==> config.mk <==
export PLATFORM = sky130hd
export DESIGN_NAME = sar_adc_sequencer
export DESIGN_NICKNAME = d
export VERILOG_FILES = /design/src/hdl/sarseq_pkg.sv /design/src/hdl/sar_adc_sequencer.sv
export SDC_FILE = /design/constraint.sdc
export NUM_CORES = 1
export LEC_CHECK = 0
export BUFFER_PORTS_ARGS = -buffer_cell sky130_fd_sc_hd__buf_2
export CORE_AREA = 2 2 84 102
export CTS_CLUSTER_DIAMETER = 40
export CTS_CLUSTER_SIZE = 28
export DETAILED_ROUTE_END_ITERATION = 7
export DIE_AREA = 0 0 86 104
export PLACE_DENSITY = 0.67
export SLEW_MARGIN = 10
export SYNTH_ARGS = -nofsm -noshare
export SYNTH_HDL_FRONTEND = slang
export SYNTH_SLANG_ARGS = --single-unit
==> constraint.sdc <==
create_clock -name clk -period 7.4 [get_ports clk]
set_clock_uncertainty 0.2 [all_clocks]
set_input_delay 0.37 -clock clk [delete_from_list [all_inputs] [get_ports clk]]
set_output_delay 0.37 -clock clk [all_outputs]
set_load 0.01 [all_outputs]
==> src/hdl/sarseq_pkg.sv <==
// Purpose: Constants for the converter sequencer.
// Assumes: Classic Wishbone slave, 32-bit data, word-aligned registers.
// Notes: Offsets are byte addresses.
package sarseq_pkg;
    // ==========================================
    // Register map
    localparam logic [7:0] OFF_SELECT = 8'h00;
    localparam logic [7:0] OFF_CTRL = 8'h04;
    localparam logic [7:0] OFF_RES_LO = 8'h08;
    localparam logic [7:0] OFF_RES_HI = 8'h0C;
    localparam logic [7:0] OFF_SLEEP = 8'h10;
    // ==========================================
    // Control field positions
    localparam int CTRL_EN = 7;
    localparam int CTRL_START = 6;
    localparam int CTRL_FREE = 5;
    localparam int CTRL_DONE = 4;
    localparam int CTRL_IE = 3;
    localparam int CTRL_DIV_LSB = 0;
    localparam int SLEEP_IDLE = 0;
    localparam int SLEEP_VECTOR = 1;
    // ==========================================
    // Reset values
    localparam logic [7:0] CTRL_RESET = 8'h00;
    localparam logic [2:0] SELECT_RESET = 3'h0;
    // ==========================================
    // Timing in converter clock cycles; sample-hold points in half converter clock cycles
    localparam int CYC_NORMAL = 13;
    localparam int CYC_EXTENDED = 25;
    localparam int HALF_SH_NORMAL = 3;
    localparam int HALF_SH_EXTENDED = 27;
    typedef enum logic [1:0] {SARSEQ_IDLE, SARSEQ_WAIT, SARSEQ_CONV} sarseq_state_t;
endpackage

==> src/hdl/sar_adc_sequencer.sv <==
// Purpose: Control sequencer of a 10-bit successive-approximation converter.
// Assumes: Analog core answers with coreResult valid at completion.
// Notes: Converter clock is a clk-rate enable pair from the prescaler.
`timescale 1ns/10ps
// How it works
// [RL1] Result is 10 bits; zero is ground, all ones reference less one step.
// [RL2] Three-bit channel code picks one of eight inputs, 000 to 111.
// [RL3] Free-running bit chooses single starts or continuous conversions.
// [RL4] Channel choice reaches the core only while the converter is enabled.
// [RL5] Start bit set by writing one, reads high until the conversion finishes.
// [RL6] A channel written mid-conversion applies only after completion.
// [RL7] Reading low byte locks result registers until high byte read.
// [RL8] Done flag still sets when a locked result is discarded.
// [RL9] Software reads low byte before high byte.
// [RL10] Prescaler runs while enabled, held reset while disabled.
// [RL11] Conversion begins on next rising converter clock edge after start.
// [RL12] Normal conversion lasts 13 converter clocks.
// [RL13] First conversion after enabling is extended to 25 clocks.
// [RL14] Sample-hold at 1.5 clocks normal, 13.5 clocks extended.
// [RL15] Completion writes result, sets flag, clears start in single mode.
// [RL16] Free-running restarts at once with the start bit left high.
// [RL17] Idle sleep with enabled, idle, single mode, irq enabled starts conversion.
// [RL18] Completion in sleep raises the interrupt request.
// [RL19] Software keeps converter clock 50 to 200 kHz for full resolution.
// [RL20] Upper five select bits read as zero.
// [RL21] Divider codes 000,001 give 2, doubling up to 128 at 111.
// [RL22] Clearing enable aborts any conversion.
// [RL23] Start stays high through extended plus real conversion; writing zero ignored.
// [RL24] Done flag clears on vector taken or on writing one.
module sar_adc_sequencer (
    input wire logic clk,
    input wire logic srst,
    input wire logic [31:0] wb_adr_i,
    input wire logic [31:0] wb_dat_i,
    output logic [31:0] wb_dat_o,
    input wire logic wb_we_i,
    input wire logic [3:0] wb_sel_i,
    input wire logic wb_cyc_i,
    input wire logic wb_stb_i,
    output logic wb_ack_o,
    output logic wb_err_o,
    input wire logic cpuHalted,
    input wire logic [9:0] coreResult,
    output logic [2:0] channelCode,
    output logic sampleHold,
    output logic coreActive,
    output logic convIrq
);
    // ==========================================
    // Registers
    logic [2:0] selectReg_q;
    logic enable_q, start_q, free_q, done_q, irqEn_q, idleSleep_q;
    logic [2:0] divSel_q;
    logic [6:0] presc_q;
    logic adcTick;
    logic [9:0] result_q;
    logic lock_q, firstConv_q, extended_q, ack_q;
    logic [5:0] halfCnt_q;
    logic [4:0] cycCnt_q;
    sarseq_pkg::sarseq_state_t state_q;
    logic wrStb, rdStb, complete, wrCtrl, vectorTaken;
    logic [7:0] addr;

    // Divide ratio as the prescaler terminal count
    function automatic logic [6:0] div_last(input logic [2:0] code);
        logic [7:0] ratio;
        ratio = (code == 3'h0) ? 8'h02 : 8'h01 << code;
        return 7'(ratio - 8'h01); // [RL21]
    endfunction

    assign addr = wb_adr_i[7:0];
    assign wrStb = wb_cyc_i && wb_stb_i && wb_we_i && !ack_q && wb_sel_i[0];
    assign rdStb = wb_cyc_i && wb_stb_i && !wb_we_i && !ack_q;
    assign wrCtrl = wrStb && addr == sarseq_pkg::OFF_CTRL;
    assign vectorTaken = wrStb && addr == sarseq_pkg::OFF_SLEEP
        && wb_dat_i[sarseq_pkg::SLEEP_VECTOR];
    assign wb_ack_o = ack_q;
    assign wb_err_o = 1'b0;

    // ==========================================
    // Bus answer: one wait state, unmapped reads return zero
    always_ff @(posedge clk) begin
        if (srst) begin
            ack_q <= 1'b0;
        end else begin
            ack_q <= wb_cyc_i && wb_stb_i && !ack_q;
        end
    end

    always_ff @(posedge clk) begin
        if (srst) begin
            wb_dat_o <= 32'h0000_0000;
        end else if (rdStb) begin
            if (addr == sarseq_pkg::OFF_SELECT) begin
                wb_dat_o <= {29'h0, selectReg_q}; // [RL20]
            end else if (addr == sarseq_pkg::OFF_CTRL) begin
                wb_dat_o <= {24'h0, enable_q, start_q, free_q, done_q, irqEn_q, divSel_q};
            end else if (addr == sarseq_pkg::OFF_RES_LO) begin
                wb_dat_o <= {24'h0, result_q[7:0]};
            end else if (addr == sarseq_pkg::OFF_RES_HI) begin
                wb_dat_o <= {30'h0, result_q[9:8]};
            end else if (addr == sarseq_pkg::OFF_SLEEP) begin
                wb_dat_o <= {31'h0, idleSleep_q};
            end else begin
                wb_dat_o <= 32'h0000_0000;
            end
        end
    end

    // ==========================================
    // Software-owned control fields
    always_ff @(posedge clk) begin
        if (srst) begin
            selectReg_q <= sarseq_pkg::SELECT_RESET;
            {enable_q, free_q, irqEn_q} <= 3'h0;
            divSel_q <= sarseq_pkg::CTRL_RESET[2:0];
            idleSleep_q <= 1'b0;
        end else begin
            if (wrStb && addr == sarseq_pkg::OFF_SELECT) begin
                selectReg_q <= wb_dat_i[2:0]; // [RL2]
            end
            if (wrCtrl) begin
                enable_q <= wb_dat_i[sarseq_pkg::CTRL_EN];
                free_q <= wb_dat_i[sarseq_pkg::CTRL_FREE]; // [RL3]
                irqEn_q <= wb_dat_i[sarseq_pkg::CTRL_IE];
                divSel_q <= wb_dat_i[sarseq_pkg::CTRL_DIV_LSB +: 3];
            end
            if (wrStb && addr == sarseq_pkg::OFF_SLEEP) begin
                idleSleep_q <= wb_dat_i[sarseq_pkg::SLEEP_IDLE];
            end else if (convIrq) begin
                idleSleep_q <= 1'b0; // Wake on completion interrupt [RL18]
            end
        end
    end

    // ==========================================
    // Prescaler: tick marks each rising converter clock edge
    always_ff @(posedge clk) begin
        if (srst || !enable_q) begin
            presc_q <= 7'h00; // [RL10]
        end else if (presc_q >= div_last(divSel_q)) begin
            presc_q <= 7'h00;
        end else begin
            presc_q <= presc_q + 7'h01;
        end
    end
    assign adcTick = enable_q && presc_q == div_last(divSel_q);

    // Half-cycle mark so sample-hold lands mid converter period
    logic halfTick;
    logic [6:0] divLast;
    assign divLast = div_last(divSel_q);
    assign halfTick = enable_q && presc_q == {1'b0, divLast[6:1]};

    // ==========================================
    // Conversion sequencer
    assign complete = state_q == sarseq_pkg::SARSEQ_CONV && adcTick
        && cycCnt_q == 5'(extended_q ? sarseq_pkg::CYC_EXTENDED - 1
        : sarseq_pkg::CYC_NORMAL - 1); // [RL12] [RL13]

    always_ff @(posedge clk) begin
        if (srst || !enable_q) begin
            state_q <= sarseq_pkg::SARSEQ_IDLE; // [RL22]
            start_q <= 1'b0;
            cycCnt_q <= 5'h00;
            halfCnt_q <= 6'h00;
            extended_q <= 1'b0;
            firstConv_q <= 1'b1; // [RL13]
            // Start written together with enable must not be lost
            if (!srst && wrCtrl && wb_dat_i[sarseq_pkg::CTRL_EN]
                && wb_dat_i[sarseq_pkg::CTRL_START]) begin
                start_q <= 1'b1; // [RL5] [RL13]
                state_q <= sarseq_pkg::SARSEQ_WAIT;
            end
        end else begin
            case (state_q)
                sarseq_pkg::SARSEQ_IDLE: begin
                    if ((wrCtrl && wb_dat_i[sarseq_pkg::CTRL_START]) // [RL5] [RL23]
                        || (idleSleep_q && cpuHalted && !free_q && irqEn_q)) begin // [RL17]
                        start_q <= 1'b1;
                        state_q <= sarseq_pkg::SARSEQ_WAIT;
                    end
                end
                sarseq_pkg::SARSEQ_WAIT: begin
                    if (adcTick) begin
                        state_q <= sarseq_pkg::SARSEQ_CONV; // [RL11]
                        extended_q <= firstConv_q;
                        firstConv_q <= 1'b0;
                        cycCnt_q <= 5'h00;
                        halfCnt_q <= 6'h00;
                    end
                end
                sarseq_pkg::SARSEQ_CONV: begin
                    if (adcTick || halfTick) begin
                        halfCnt_q <= halfCnt_q + 6'h01;
                    end
                    if (complete) begin
                        cycCnt_q <= 5'h00;
                        halfCnt_q <= 6'h00;
                        extended_q <= 1'b0;
                        if (!free_q) begin
                            start_q <= 1'b0; // [RL15]
                            state_q <= sarseq_pkg::SARSEQ_IDLE;
                        end // Else next conversion begins at once [RL16]
                    end else if (adcTick) begin
                        cycCnt_q <= cycCnt_q + 5'h01;
                    end
                end
                default: state_q <= sarseq_pkg::SARSEQ_IDLE;
            endcase
        end
    end

    // Sample-hold pulse at the documented half-cycle count
    assign sampleHold = state_q == sarseq_pkg::SARSEQ_CONV && (adcTick || halfTick)
        && halfCnt_q == 6'(extended_q ? sarseq_pkg::HALF_SH_EXTENDED - 1
        : sarseq_pkg::HALF_SH_NORMAL - 1); // [RL14]
    assign coreActive = state_q == sarseq_pkg::SARSEQ_CONV;

    // ==========================================
    // Channel latch: only while enabled and between conversions
    always_ff @(posedge clk) begin
        if (srst) begin
            channelCode <= sarseq_pkg::SELECT_RESET;
        end else if (enable_q && (state_q != sarseq_pkg::SARSEQ_CONV || complete)) begin
            channelCode <= selectReg_q; // [RL4] [RL6]
        end
    end

    // ==========================================
    // Result lock and data registers
    always_ff @(posedge clk) begin
        if (srst) begin
            lock_q <= 1'b0;
            result_q <= 10'h000;
        end else begin
            if (complete && !lock_q) begin
                result_q <= coreResult; // [RL1] [RL7]
            end
            if (rdStb && addr == sarseq_pkg::OFF_RES_HI) begin
                lock_q <= 1'b0; // [RL9]
            end else if (rdStb && addr == sarseq_pkg::OFF_RES_LO) begin
                lock_q <= 1'b1; // [RL7]
            end
        end
    end

    // Done flag: set beats clear in the same cycle
    always_ff @(posedge clk) begin
        if (srst) begin
            done_q <= 1'b0;
        end else if (complete) begin
            done_q <= 1'b1; // [RL8] [RL15]
        end else if ((wrCtrl && wb_dat_i[sarseq_pkg::CTRL_DONE]) || vectorTaken) begin
            done_q <= 1'b0; // [RL24]
        end
    end
    assign convIrq = done_q && irqEn_q; // [RL18]

    // ==========================================
    // Checks
    a_done_after_complete: assert property (@(posedge clk) disable iff (srst)
        complete |=> done_q) else $error("done flag not set"); // [RL8]
    a_single_clears_start: assert property (@(posedge clk) disable iff (srst)
        complete && !free_q |=> !start_q) else $error("start not cleared"); // [RL15]
    a_free_keeps_start: assert property (@(posedge clk) disable iff (srst)
        complete && free_q && enable_q |=> start_q) else $error("start dropped"); // [RL16]
    a_locked_result_held: assert property (@(posedge clk) disable iff (srst)
        complete && lock_q |=> $stable(result_q)) else $error("locked result moved"); // [RL7]
    a_disable_aborts: assert property (@(posedge clk) disable iff (srst)
        !enable_q && !wrCtrl |=> !coreActive && !start_q) else $error("not aborted"); // [RL22]
    a_presc_held: assert property (@(posedge clk) disable iff (srst)
        !enable_q |=> presc_q == 7'h00) else $error("prescaler ran"); // [RL10]
    a_channel_frozen: assert property (@(posedge clk) disable iff (srst)
        coreActive && $past(coreActive) && !$past(complete) |-> $stable(channelCode))
        else $error("channel moved mid conversion"); // [RL6]
    a_start_during_conv: assert property (@(posedge clk) disable iff (srst)
        coreActive |-> start_q) else $error("start low while converting"); // [RL5]
endmodule

==> results.md, run 1 <==
- Row generation in the floorplan step produced 36 rows.
- The number of different library cells used by synthesis comes to 53.
- The number of placed instances, taps included, is 491.
- Global routing used 15.8% of the available tracks.
- The port buffer count is 47.
- The first-pass detailed-route iteration total is 4.
- The number of synthesized flops with an enable pin is 3.
- At the pin with the least slew margin, the transition time is 0.715 ns.
- The filler cell count is 791.
- Of the synthesized area, sequential elements account for 37.4%.
- In this run the vertical extent of the chip is 104 um.
- The first-iteration detailed-routing DRC count is 143.
- In this run the critical register-to-register path is launched from divSel_q[1].
- The hold violation total from the final report was 0.
- In the final routing, the length of wire on met1 measures 3080 um.
- The startpoint identified for the worst hold timing path is coreResult[9].
- Counting flops and latches in the post-synthesis netlist gives 57.
- The placed standard-cell area is 0.00332 mm2.
- The cell leakage power is 1.41 nW.
- The routed wire length per instance is 13.4 um.
- The global placement routability congestion is 0.809.
- The post-layout instance count excluding filler cells is 506.
- In this run the mean area of a mapped cell was 8.64 um2.
- The total power draw is 646 uW.
- Counting along the longest clock path gives a buffer depth of 2.
- The worst-case headroom to the max-slew limit is 52.4%.
- The TritonCTS clock tree is yes.
- By instance count, the leading cell after synthesis is dfxtp_1.
- The post-route netlist has 18.5% of its cells at a drive strength greater than 1.
- The critical-path maximum fanout is 11.
- The clock latency at the later pin of the worst-skew pair is 0.34 ns.
- The final instance area is 0.00353 mm2.
- The largest voltage drop on the vdd net is 0.129 mV.
- The timing startpoint of the critical path is divSel_q[1].
- In the synthesized netlist the async set-or-reset flop fraction comes to 0%.
- The category of the worst setup path launch point is a flop.
- The initial core utilization is 39.2%.
- Sorting the synthesized cells by area gives the leading types as dfxtp_1, mux2i_1, buf_4.
- By count the netlist is led by dfxtp_1, nor2_1, nand2_1, a21oi_1, buf_4.
- The number of slew-limit violations in the final report is 0.
- Global routing finished with a remaining overflow of 0.
- Data on the critical path is required at its endpoint by 7.24 ns.
- The number of global-route vias before repair is 2,352.
- The multi-input logic area is 0.00174 mm2.
- The clock-pin slew on the worst setup and hold paths is 0.06 ns.
- The cell accounting for the most synthesized area is dfxtp_1.
- In this run the standard cell core region covers 0.00797 mm2.
- The met3 routed wirelength is 301 um.
- By startpoint and endpoint, the worst setup path is classified as reg -> reg.
- The minimum setup slack after placement is 3.78 ns.
- The initial antenna violation count is 0.
- The horizontal die dimension is 86 um.
- Setup repair after global routing left no endpoint under its margin.
- The flip-flop and latch area is 0.00117 mm2.
- Entering global routing, the biggest net connects 39 pins.
- For this run, the leading register cell type out of synthesis is dfxtp_1.
- Static timing analysis puts the maximum clock frequency at 275 MHz.
- The number of nets at the end of the flow is 506.
- Post-CTS repair changed the size of 0 cells.
- The final worst setup slack is 3.76 ns.
- The sum of negative setup slack is 0 ns.
- The share of the synthesized area in the top cell type is 34.5%.
- The number of buffers inserted by post-CTS setup repair is 0.
- The detail route stage leaves a number of antenna-violating nets equal to 0.
- The highest layer used for signal routing is met4.
- Wire segments on met2 add up to 3310 um in the final route.
- In this run the cell area of the synthesized design comes to 0.00313 mm2.
- The number of design rule violations left after detail routing is 0.
- The first-pass GRT wire length is 11,200 um.
- The area overhead of the layout relative to synthesis is 13.0%.
- The worst setup path is captured at a flop.
- The worst min-delay path class is in -> reg.
- Summed over all nets, the half-perimeter wirelength after detailed placement is 5130 um.
- Using the TritonRoute via totals, the vias-per-cell ratio works out to 5.00.
- Buffers inserted during clock tree synthesis total 9.
- The routed layout has 2,529 vias.
- The root cell of the clock tree is clkbuf_8.
- The count of endpoints failing setup in the final report is 0.
- The floorplan step defined a die boundary enclosing 0.00894 mm2.
- After layout, the worst path uses 49.2% of the clock period.
- Power spread over the standard cell area amounts to 183 mW/mm2.
- The count of inserted antenna diode cells is 0.
- The total number of H-tree levels is 3.
- The Yosys warning count is 0.
- The number of max-cap violations is 0.
- The routed design could run at a clock period as short as 3.64 ns.
- Data on the critical path arrives at its endpoint at 3.48 ns.
- The number of buffers inserted by hold repair at cts is 0.
- After detailed routing, the total wire length is 6790 um.
- The run finished with clean final reports.
- The top-level port count is 124.
- The number of sinks on the clock net is 57.
- The instance count of the mapped netlist is 362.
[through the flow]
step           utilization (%)  hold slack, ns
2_1_floorplan                -           0.221
3_3_place_gp              41.7           0.233
3_5_place_dp              41.7           0.234
4_1_cts                   44.3          0.0634
5_1_grt                   44.3          0.0700
6_report                  44.3          0.0683
[cell families (layout without fill, tap and decap cells)]
family	count (synthesis)	after routing	share of synthesized area [%]
flops	57	57	37.4
fa+ha+maj	15	15	6.00
xor+xnor	15	15	4.20
buf+inv	52	77	10.0
compound gates	58	58	12.0
other cells	1	25	0.120
simple gates	142	142	22.5
mux	22	22	7.84
[registers in the layout, indices dropped and copies added, names as in the netlist]
register and count:
result_q 10, wb_dat_o 8, presc_q 7, halfCnt_q 6
cycCnt_q 5, channelCode 3, divSel_q 3, selectReg_q 3
state_q 2, done_q 1, enable_q 1, extended_q 1
firstConv_q 1, free_q 1, idleSleep_q 1, irqEn_q 1
lock_q 1, start_q 1, wb_ack_o 1
[worst paths after layout]
path,end,slack [ns],cells past startpoint
min reg2reg,firstConv_q,0.25,2
min,result_q[9],0.07,3
max,state_q[1],3.76,10
max reg2reg,state_q[1],3.76,10
[routing by layer]
metal / vias to the layer above / track usage (%)
li1: 1294 / -
met1: 1157 / 20.3
met2: 70 / 25.6
met3: 8 / 3.17
met4: 0 / 6.46
met5: - / 0
[placed cells by master (no fill, tap or decap), types with 3 or more instances in the layout]
cell type	count
nor3_1	4
edfxtp_1	3
a22o_1	5
dfxtp_1	54
clkbuf_8	13
a21oi_1	28
xnor2_1	9
nor2b_1	3
mux2i_1	20
nand2_1	33
inv_1	13
or3_1	6
nand4_1	4
ha_1	15
and4_1	3
nor2_1	48
conb_1	25
buf_2	47
and3_1	4
xor2_1	6
nand3_1	21
o21ai_0	7
a21o_1	3
[power by group]
| part | total, mW | switching (mW) | internal (mW) |
|---|---|---|---|
| combinational | 0.0253 | 0.0172 | 0.00809 |
| clock | 0.311 | 0.121 | 0.190 |
| sequential | 0.309 | 0.000100 | 0.309 |
[critical path, cell delays in order (launching register included)]
cell and delay, ns:
dfxtp_1 0.59, or3b_2 0.48, ha_1 0.23, xor2_1 0.17, ha_1 0.31, nand4_1 0.11
nor3_1 0.40, nand2_1 0.25, o21a_1 0.23, o21ai_1 0.16, o31a_1 0.21
[area by class of cell]
class                           instances  share of cell area [%]
Clock buffer                           13                    5.06
Clock inverter                          2                   0.991
Tap cell                               95                    3.36
Multi-Input combinational cell        277                    49.1
Inverter                               14                    1.49
Timing Repair Buffer                   48                    6.87
Sequential cell                        57                    33.1
(Power assumes the default switching activity.)
==> inputs of run 2 (changes only) <==
- ABC_AREA: default -> 1
- CORE_AREA: 2 2 84 102 -> 2 2 87 106
- DIE_AREA: 0 0 86 104 -> 0 0 89 108
- PLACE_DENSITY: 0.67 -> 0.66
- clock period: 7.4 -> 3.7 ns (I/O delays scaled with it)
==> run 2 against run 1 <==
  * Clock power is 120% higher
  * Global-route usage is 1.5 points higher
  * Maximum frequency is 20% higher
  * Setup slack worse by 3.1 ns
  * Design area is 15% higher
  * Largest cell class unchanged
  * Non-clock buffer count is 23 higher
==> results.md, run 2 <==
- The largest register by flop count is result_q (unchanged).
- Ranking of synthesized cells by area: dfxtp_1, nand2_1, nor2_1 (was dfxtp_1, mux2i_1, buf_4).
- The synthesized area divided by synthesized cell count is 6.90 um2 (was 8.64 um2).
- The adder-cell area share of the yosys netlist is 5.56% (was 6.00%).
- The global placement routability congestion is 0.901 (was 0.809).
- The row count came to 37 (was 36).
- The instance count of the mapped netlist is 489 (was 362).
- The full die area is 0.00961 mm2 (was 0.00894 mm2).
- The cell-internal power was 1.04 mW (was 507 uW).
- The combinational family with the most area after synthesis is simple AND/OR/NAND/NOR gates (unchanged).
- The compound-cell area share of the yosys netlist is 11.1% (was 12.0%).
- The measured slew at the worst slew-check pin is 0.656 ns (was 0.715 ns).
- The count of inserted antenna diode cells is 0 (unchanged).
- The final worst setup slack came to 0.670 ns (was 3.76 ns).
- The routed wire length per instance is 11.4 um (was 13.4 um).
- The proportion of synthesized chip area in sequential cells is 34.7% (was 37.4%).
- The hold violation total from the final report is 0 (unchanged).
- The minimum setup slack after placement is 0.753 ns (was 3.78 ns).
- The horizontal die dimension is 89 um (was 86 um).
- Registers with the highest flip-flop counts: result_q x10, wb_dat_o x8, presc_q x7 (unchanged).
- The area overhead of the layout relative to synthesis is 20.6% (was 13.0%).
- The number of buffers inserted by post-CTS setup repair is 0 (unchanged).
- The total net switching power is 330 uW (was 138 uW).
- The first-pass detailed-route iteration total came to 4 (unchanged).
- The clock latency at the later pin of the worst-skew pair came to 0.35 ns (was 0.34 ns).
- The part of the power in the clock network was 49.3% (was 48.2%).
- The count of endpoints failing setup in the final report is 0 (unchanged).
- The sum of negative setup slack is 0 ns (unchanged).
- The areal power density over the cells is 336 mW/mm2 (was 183 mW/mm2).
- The post-synthesis instance area is 0.00338 mm2 (was 0.00313 mm2).
- The xor/xnor share of the synthesized area came to 2.59% (was 4.20%).
- The endpoint required time on the critical path is 3.79 ns (was 7.24 ns).
- The critical path class is reg -> reg (unchanged).
- The share of the synthesized area in the top cell type is 32.0% (was 34.5%).
- The post-layout instance count excluding filler cells was 683 (was 506).
- The clock-pin slew on the worst setup and hold paths is 0.08 ns (was 0.06 ns).
- The initial antenna violation count is 0 (unchanged).
- The root cell of the clock tree is clkbuf_8 (unchanged).
- The highest clock frequency the design can meet came to 330 MHz (was 275 MHz).
- The total number of H-tree levels is 3 (unchanged).
- The final cycle utilization of the critical path was 81.9% (was 49.2%).
- The maximum count of clock buffers along a single path was 2 (unchanged).
- The origin of the critical flop-to-flop path was divSel_q[1] (unchanged).
- The critical-path maximum fanout is 9 (was 11).
- The number of sinks on the clock net was 57 (unchanged).
- The number of cells on the worst reg-to-reg path came to 14 (was 10).
- The first-pass GRT wire length is 13,200 um (was 11,200 um).
- The timing startpoint of the critical path is divSel_q[1] (unchanged).
- The minimum setup slack among reg-to-reg paths is 0.67 ns (was 3.76 ns).
- The flip-flop count of the largest register after layout is 10 (unchanged).
- The cell accounting for the most synthesized area is dfxtp_1 (unchanged).
- The worst hold margin came to 0.0156 ns (was 0.0683 ns).
- The endpoint of the most critical register-to-register path is done_q (was state_q[1]).
- The sequential cell fraction of total power is 45.3% (was 47.9%).
- The number of synthesized flops with an enable pin is 3 (unchanged).
- Most frequent cells in the layout: nand2_1, nor2_1, dfxtp_1 (was dfxtp_1, nor2_1, buf_2).
- The area fraction in and, or, nand and nor cells after synthesis is 32.0% (was 22.5%).
- Synth cell count leaders: nand2_1, nor2_1, dfxtp_1, inv_1, nand3_1 (was dfxtp_1, nor2_1, nand2_1, a21oi_1, buf_4).
- The initial core utilization came to 39.6% (was 39.2%).
- The post-synthesis async set-or-reset flop share is 0% (unchanged).
- The worst endpoint data arrival time is 3.12 ns (was 3.48 ns).
- The area of the placeable core was 0.00852 mm2 (was 0.00797 mm2).
- The worst min-delay path class is in -> reg (unchanged).
- The number of routed nets with antenna violations is 0 (unchanged).
- The TritonCTS clock tree was yes (unchanged).
- Status: completed (unchanged).
- The number of global-route vias before repair was 3,119 (was 2,352).
- The total global routing track utilization is 17.3% (was 15.8%).
- The element type at the critical path end is a flop (unchanged).
- The number of design rule violations left after detail routing is 0 (unchanged).
- The commonest non-fill, non-tap cell in the layout is nand2_1 (was dfxtp_1).
- Unrepaired setup endpoints after global routing: false (unchanged).
- The via-per-instance ratio is 4.72 (was 5.00).
- The number of slew-limit violations in the final report is 0 (unchanged).
- The pin count of the biggest net entering global routing is 26 (was 39).
- The end of the critical path is done_q (was state_q[1]).
- The logic gate share of total power is 5.4% (was 3.9%).
- The fraction of final layout cells sized beyond drive strength 1 is 15.7% (was 18.5%).
- The most frequently used cell type in the post-synthesis netlist is nand2_1 (was dfxtp_1).
- The largest voltage drop on the vdd net was 0.204 mV (was 0.129 mV).
- The post-detailed-placement half-perimeter wirelength is 5810 um (was 5130 um).
- The number of distinct library cells after synthesis is 32 (was 53).
- The worst-case headroom to the max-slew limit is 56.2% (was 52.4%).
- The placed instance count came to 644 (was 491).
- The Yosys warning count is 0 (unchanged).
- The cell leakage power is 1.81 nW (was 1.41 nW).
- The global route total overflow is 0 (unchanged).
- The top-level port count was 124 (unchanged).
- The port buffer count came to 47 (unchanged).
- The TritonCTS buffer count is 9 (unchanged).
- The first-iteration detailed-routing DRC count came to 167 (was 143).
- The register bit count reported by yosys is 57 (unchanged).
- The commonest register cell after synthesis is dfxtp_1 (unchanged).
- The number of max-cap violations is 0 (unchanged).
- The overall die height is 108 um (was 104 um).
- The net switching share of the total power is 24.1% (was 21.4%).
- The shortest clock period the worst path allows after layout was 3.03 ns (was 3.64 ns).
- The wire length after detailed routing is 7820 um (was 6790 um).
- The multiplexer fraction of the synthesized cell area is 0% (was 7.84%).
- The via count of the routed design is 3,227 (was 2,529).
- The category of the worst setup path launch point is a flop (unchanged).
- The number of nets at the end of the flow is 660 (was 506).
run 2: cell types whose count changed in the layout (fill, tap and decap cells not counted), sizes merged, moves of 6 or more:
cell	previous run	this run
nand3	21	36
nand2	33	92
nor2	50	95
dlygate4sd3	0	23
xnor2	9	1
mux2i	20	0
or3	6	0
o21ai	9	36
inv	14	63
run 2: worst max-delay path, stage by stage (launching register included):
cell and delay [ns]:
dfxtp_1 0.51, inv_1 0.10, nand2_1 0.11, ha_1 0.19
inv_1 0.06, nand2_1 0.08, nand2_1 0.07, ha_1 0.28
nand2_1 0.06, nor2_2 0.20, nand3_4 0.16, nor2_4 0.23
inv_1 0.07, a21oi_1 0.13, dlygate4sd3_1 0.54
run 2: cells by family after synthesis:
logic type | count (synthesis)
other | 1
XOR/XNOR | 10
adder cells (fa/ha/maj) | 15
AO/OA/AOI/OAI | 67
flip-flops | 57
buffers and inverters | 95
AND/OR/NAND/NOR | 244
run 2: layout make-up:
cell class | count | area, um2
Tap cell | 117 | 146
Fill cell | 863 | 4450
Timing Repair Buffer | 71 | 473
Clock inverter | 7 | 103
Inverter | 61 | 229
Multi-Input combinational cell | 361 | 1830
Clock buffer | 9 | 124
Sequential cell | 57 | 1170
run 2: power by group through the flow:
stage / combinational [mW] / clock, mW / sequential [mW]
after global placement: 0.0554 / 0 / 0.634
final: 0.0744 / 0.674 / 0.620
after global routing: 0.0832 / 0.708 / 0.620
after floorplan: 0.0497 / 0 / 0.635
after detailed placement: 0.0559 / 0 / 0.634
after CTS: 0.0728 / 0.683 / 0.620
run 2: worst min-delay path by stage:
stage / start / endpoint / cells after the start
floorplan: wb_dat_i[3] / irqEn_q / 2
finish: wb_dat_i[6] / state_q[0] / 3
global route: wb_adr_i[2] / wb_dat_o[1] / 3
CTS: wb_dat_i[6] / state_q[0] / 3
global placement: coreResult[1] / result_q[1] / 3
detailed placement: wb_dat_i[3] / irqEn_q / 3
run 2: stage by stage:
step           area, um2  util, %  total power [mW]
2_1_floorplan       3470        -             0.684
3_3_place_gp        3610     42.4             0.689
3_5_place_dp        3610     42.4             0.690
4_1_cts             4070     47.8              1.38
5_1_grt             4070     47.8              1.41
6_report            4070     47.8              1.37
run 2: layer usage:
layer / wire [um] / global-route usage, % / vias up
met5: 0 / 0 / -
met4: 212 / 8.42 / 0
met3: 309 / 3.05 / 18
met2: 3940 / 30.7 / 93
met1: 3360 / 19.7 / 1458
li1: - / - / 1658
run 2: timing repair:
item                                   CTS  global route
endpoints found under the hold margin   28             0
hold buffers                            23             0
setup endpoints to repair                0             0
gates resized for setup                  0             0
==> inputs of run 3 (changes only) <==
- clock period: 3.7 -> 2.95 ns (I/O delays scaled with it)
==> run 3 against run 2 <==
  * Wire length up 4.2%
  * Power up 25%
  * Critical path type is now in -> reg
  * First-iteration DRC count down 37%
  * Largest power group unchanged
  * Sequential cell count unchanged
  * Combinational power up 30%
  * Count of clock-buffer cells in the layout unchanged
  * Register-to-register slack worse by 0.50 ns
  * Critical path depth down 4
  * Design area up 1.7%
  * Utilization up 0.82 points
  * Highest routed layer unchanged
==> results.md, run 3 (synthesis results as in run 2) <==
- Status: completed (unchanged).
- The critical path's top delay family is buffers and inverters (was simple AND/OR/NAND/NOR gates).
- Most frequent cells in the layout: nand2_1, nor2_1, inv_1, dfxtp_1, buf_2 (was nand2_1, nor2_1, dfxtp_1).
- The via count of the routed design is 3,246 (was 3,227).
- The via-per-instance ratio is 4.71 (was 4.72).
- The delay of the slowest cell on the worst path is 0.56 ns (was 0.54 ns).
- The cell leakage power is 1.84 nW (was 1.81 nW).
- The filler cell count is 846 (was 863).
- The port buffer count was 47 (unchanged).
- The largest register by flop count is result_q (unchanged).
- The hold violation total from the final report came to 0 (unchanged).
- The count of endpoints failing setup in the final report is 0 (unchanged).
- The endpoint required time on the critical path was 2.98 ns (was 3.79 ns).
- The worst min-delay path class was in -> reg (unchanged).
- The final instance area was 0.00414 mm2 (was 0.00407 mm2).
- The global placement routability congestion is 0.889 (was 0.901).
- The category of the worst setup path launch point is a primary input (was flop).
- The initial antenna violation count is 0 (unchanged).
- The full die area was 0.00961 mm2 (unchanged).
- The critical path's most frequent cell is dlygate4sd3_1 (was nand2_1).
- The measured slew at the worst slew-check pin was 0.616 ns (was 0.656 ns).
- The met1 routing resource usage after global routing is 19.8% (was 19.7%).
- The number of buffers and inverters on the critical path was 4 (unchanged).
- The routed wire length per instance came to 11.8 um (was 11.4 um).
- The row count is 37 (unchanged).
- The critical-path maximum fanout is 6 (was 9).
- The areal power density over the cells is 414 mW/mm2 (was 336 mW/mm2).
- The area of the placeable core is 0.00852 mm2 (unchanged).
- The worst hold margin is 0.0253 ns (was 0.0156 ns).
- The fraction of final layout cells sized beyond drive strength 1 came to 16.8% (was 15.7%).
- The highest-utilization routing layer at the global route stage is met2 (unchanged).
- The first-pass detailed-route iteration total came to 5 (was 4).
- The fraction of met2 tracks used by global routing was 32.3% (was 30.7%).
- Registers with the highest flip-flop counts: result_q x10, wb_dat_o x8, presc_q x7 (unchanged).
- The wire length after detailed routing is 8150 um (was 7820 um).
- The number of design rule violations left after detail routing is 0 (unchanged).
- The number of routed nets with antenna violations is 0 (unchanged).
- The met3 track demand over resource in global routing is 4.81% (was 3.05%).
- The horizontal die dimension came to 89 um (unchanged).
- The worst endpoint data arrival time is 2.84 ns (was 3.12 ns).
- The initial core utilization is 39.6% (unchanged).
- The total number of H-tree levels is 3 (unchanged).
- The count of inserted antenna diode cells was 0 (unchanged).
- The number of sinks on the clock net is 57 (unchanged).
- The clock-pin slew on the worst setup and hold paths is 0.08 ns (about the same).
- In the finished design, the share of the clock period the worst path needs comes to 95.2%.
- The placed standard-cell area is 0.00364 mm2 (was 0.00361 mm2).
- The worst-case headroom to the max-slew limit is 58.9% (was 56.2%).
- The slowest stage cell on the critical path is dlygate4sd3_1 (unchanged).
- Timing would allow up to 356 MHz.
- The number of nets at the end of the flow is 666 (was 660).
- The pin count of the biggest net entering global routing is 26 (unchanged).
- The global route total overflow is 0 (unchanged).
- The clock latency at the later pin of the worst-skew pair is 0.34 ns (was 0.35 ns).
- The TritonCTS buffer count is 9 (unchanged).
- The flip-flop count of the largest register after layout is 10 (unchanged).
- The number of slew-limit violations in the final report came to 0 (unchanged).
- The critical path class is in -> reg (was reg -> reg).
- The root cell of the clock tree is clkbuf_8 (unchanged).
- The overall die height is 108 um (unchanged).
- Critical-path cell list: dlygate4sd3_1, buf_2, nor2_2, nand4_1, nor2_4, nand2_1, nand3_1, dlygate4sd3_1, a21oi_1, dlygate4sd3_1 (was inv_1, nand2_1, ha_1, inv_1, nand2_1, nand2_1, ha_1, nand2_1, nor2_2, nand3_4, nor2_4, inv_1, a21oi_1, dlygate4sd3_1).
- The maximum count of clock buffers along a single path is 2 (unchanged).
- The total global routing track utilization is 18.0% (was 17.3%).
- The number of global-route vias before repair is 3,224 (was 3,119).
- The commonest non-fill, non-tap cell in the layout is nand2_1 (unchanged).
- The first-iteration detailed-routing DRC count is 106 (was 167).
- The TritonCTS clock tree is yes (unchanged).
- The area overhead of the layout relative to synthesis was 22.7% (was 20.6%).
- The final worst setup slack was 0.143 ns (was 0.670 ns).
- The top-level port count came to 124 (unchanged).
- The minimum setup slack after placement is 0.0945 ns (was 0.753 ns).
- The largest voltage drop on the vdd net came to 0.360 mV (was 0.204 mV).
- The number of buffers inserted by post-CTS setup repair is 0 (unchanged).
- The shortest clock period the worst path allows after layout is 2.81 ns.
- The post-detailed-placement half-perimeter wirelength is 6010 um (was 5810 um).
- The first-pass GRT wire length is 13,800 um (was 13,200 um).
- The element type at the critical path end is a flop (unchanged).
- The number of max-cap violations came to 0 (unchanged).
-- run 3: changes by cell type in the layout (fill, tap and decap cells not counted), sizes merged --
cell and delta:
dlygate4sd3 +2, inv -1, buf +4, clkinv +1
-- run 3: tightest hold or removal path: stages --
cell and delay, ns:
buf_2 0.09, nor2_2 0.06, nand4_1 0.10, a41oi_1 0.12
-- run 3: repair_timing --
action	CTS	global route
resized for setup	0	5
hold buffers	25	0
setup endpoints to repair	0	17
hold endpoints to repair	31	0
-- run 3: routing by layer --
layer  wire (um)  share of wire [%]
met5           0                  0
met4         249                3.1
met3         328                4.0
met2        4190                 51
met1        3380                 42
-- run 3: report_power, final --
part	leakage (nW)	internal (mW)	total, mW	switching (mW)
clock	0.110	0.482	0.843	0.360
combinational	1.25	0.0435	0.0964	0.0529
sequential	0.473	0.776	0.777	0.00113
total	1.84	1.30	1.72	0.414
-- run 3: per-stage QoR --
stage                     power, mW  TNS [ns]  instances  util, %
after CTS                      1.72         0        689     48.4
after global placement        0.865         0        648     42.8
final                          1.72         0        689     48.6
after floorplan               0.858         0        513        -
after detailed placement      0.865         0        648     42.8
after global routing           1.77  -0.00140        689     48.6
-- run 3: worst paths after layout --
path,startpoint,endpoint,slack (ns),cells past startpoint
max,wb_adr_i[0],done_q,0.14,10
min,wb_adr_i[1],wb_dat_o[1],0.03,4
max reg2reg,divSel_q[2],done_q,0.17,13
min reg2reg,wb_dat_o[3],wb_dat_o[3],0.26,2
-- run 3: layout make-up --
type	count	area, um2	area share (%)
Timing Repair Buffer	77	523	12.6
Clock buffer	9	124	2.99
Tap cell	117	146	3.53
Sequential cell	57	1170	28.3
Inverter	61	229	5.53
Clock inverter	7	103	2.48
Multi-Input combinational cell	361	1840	44.5
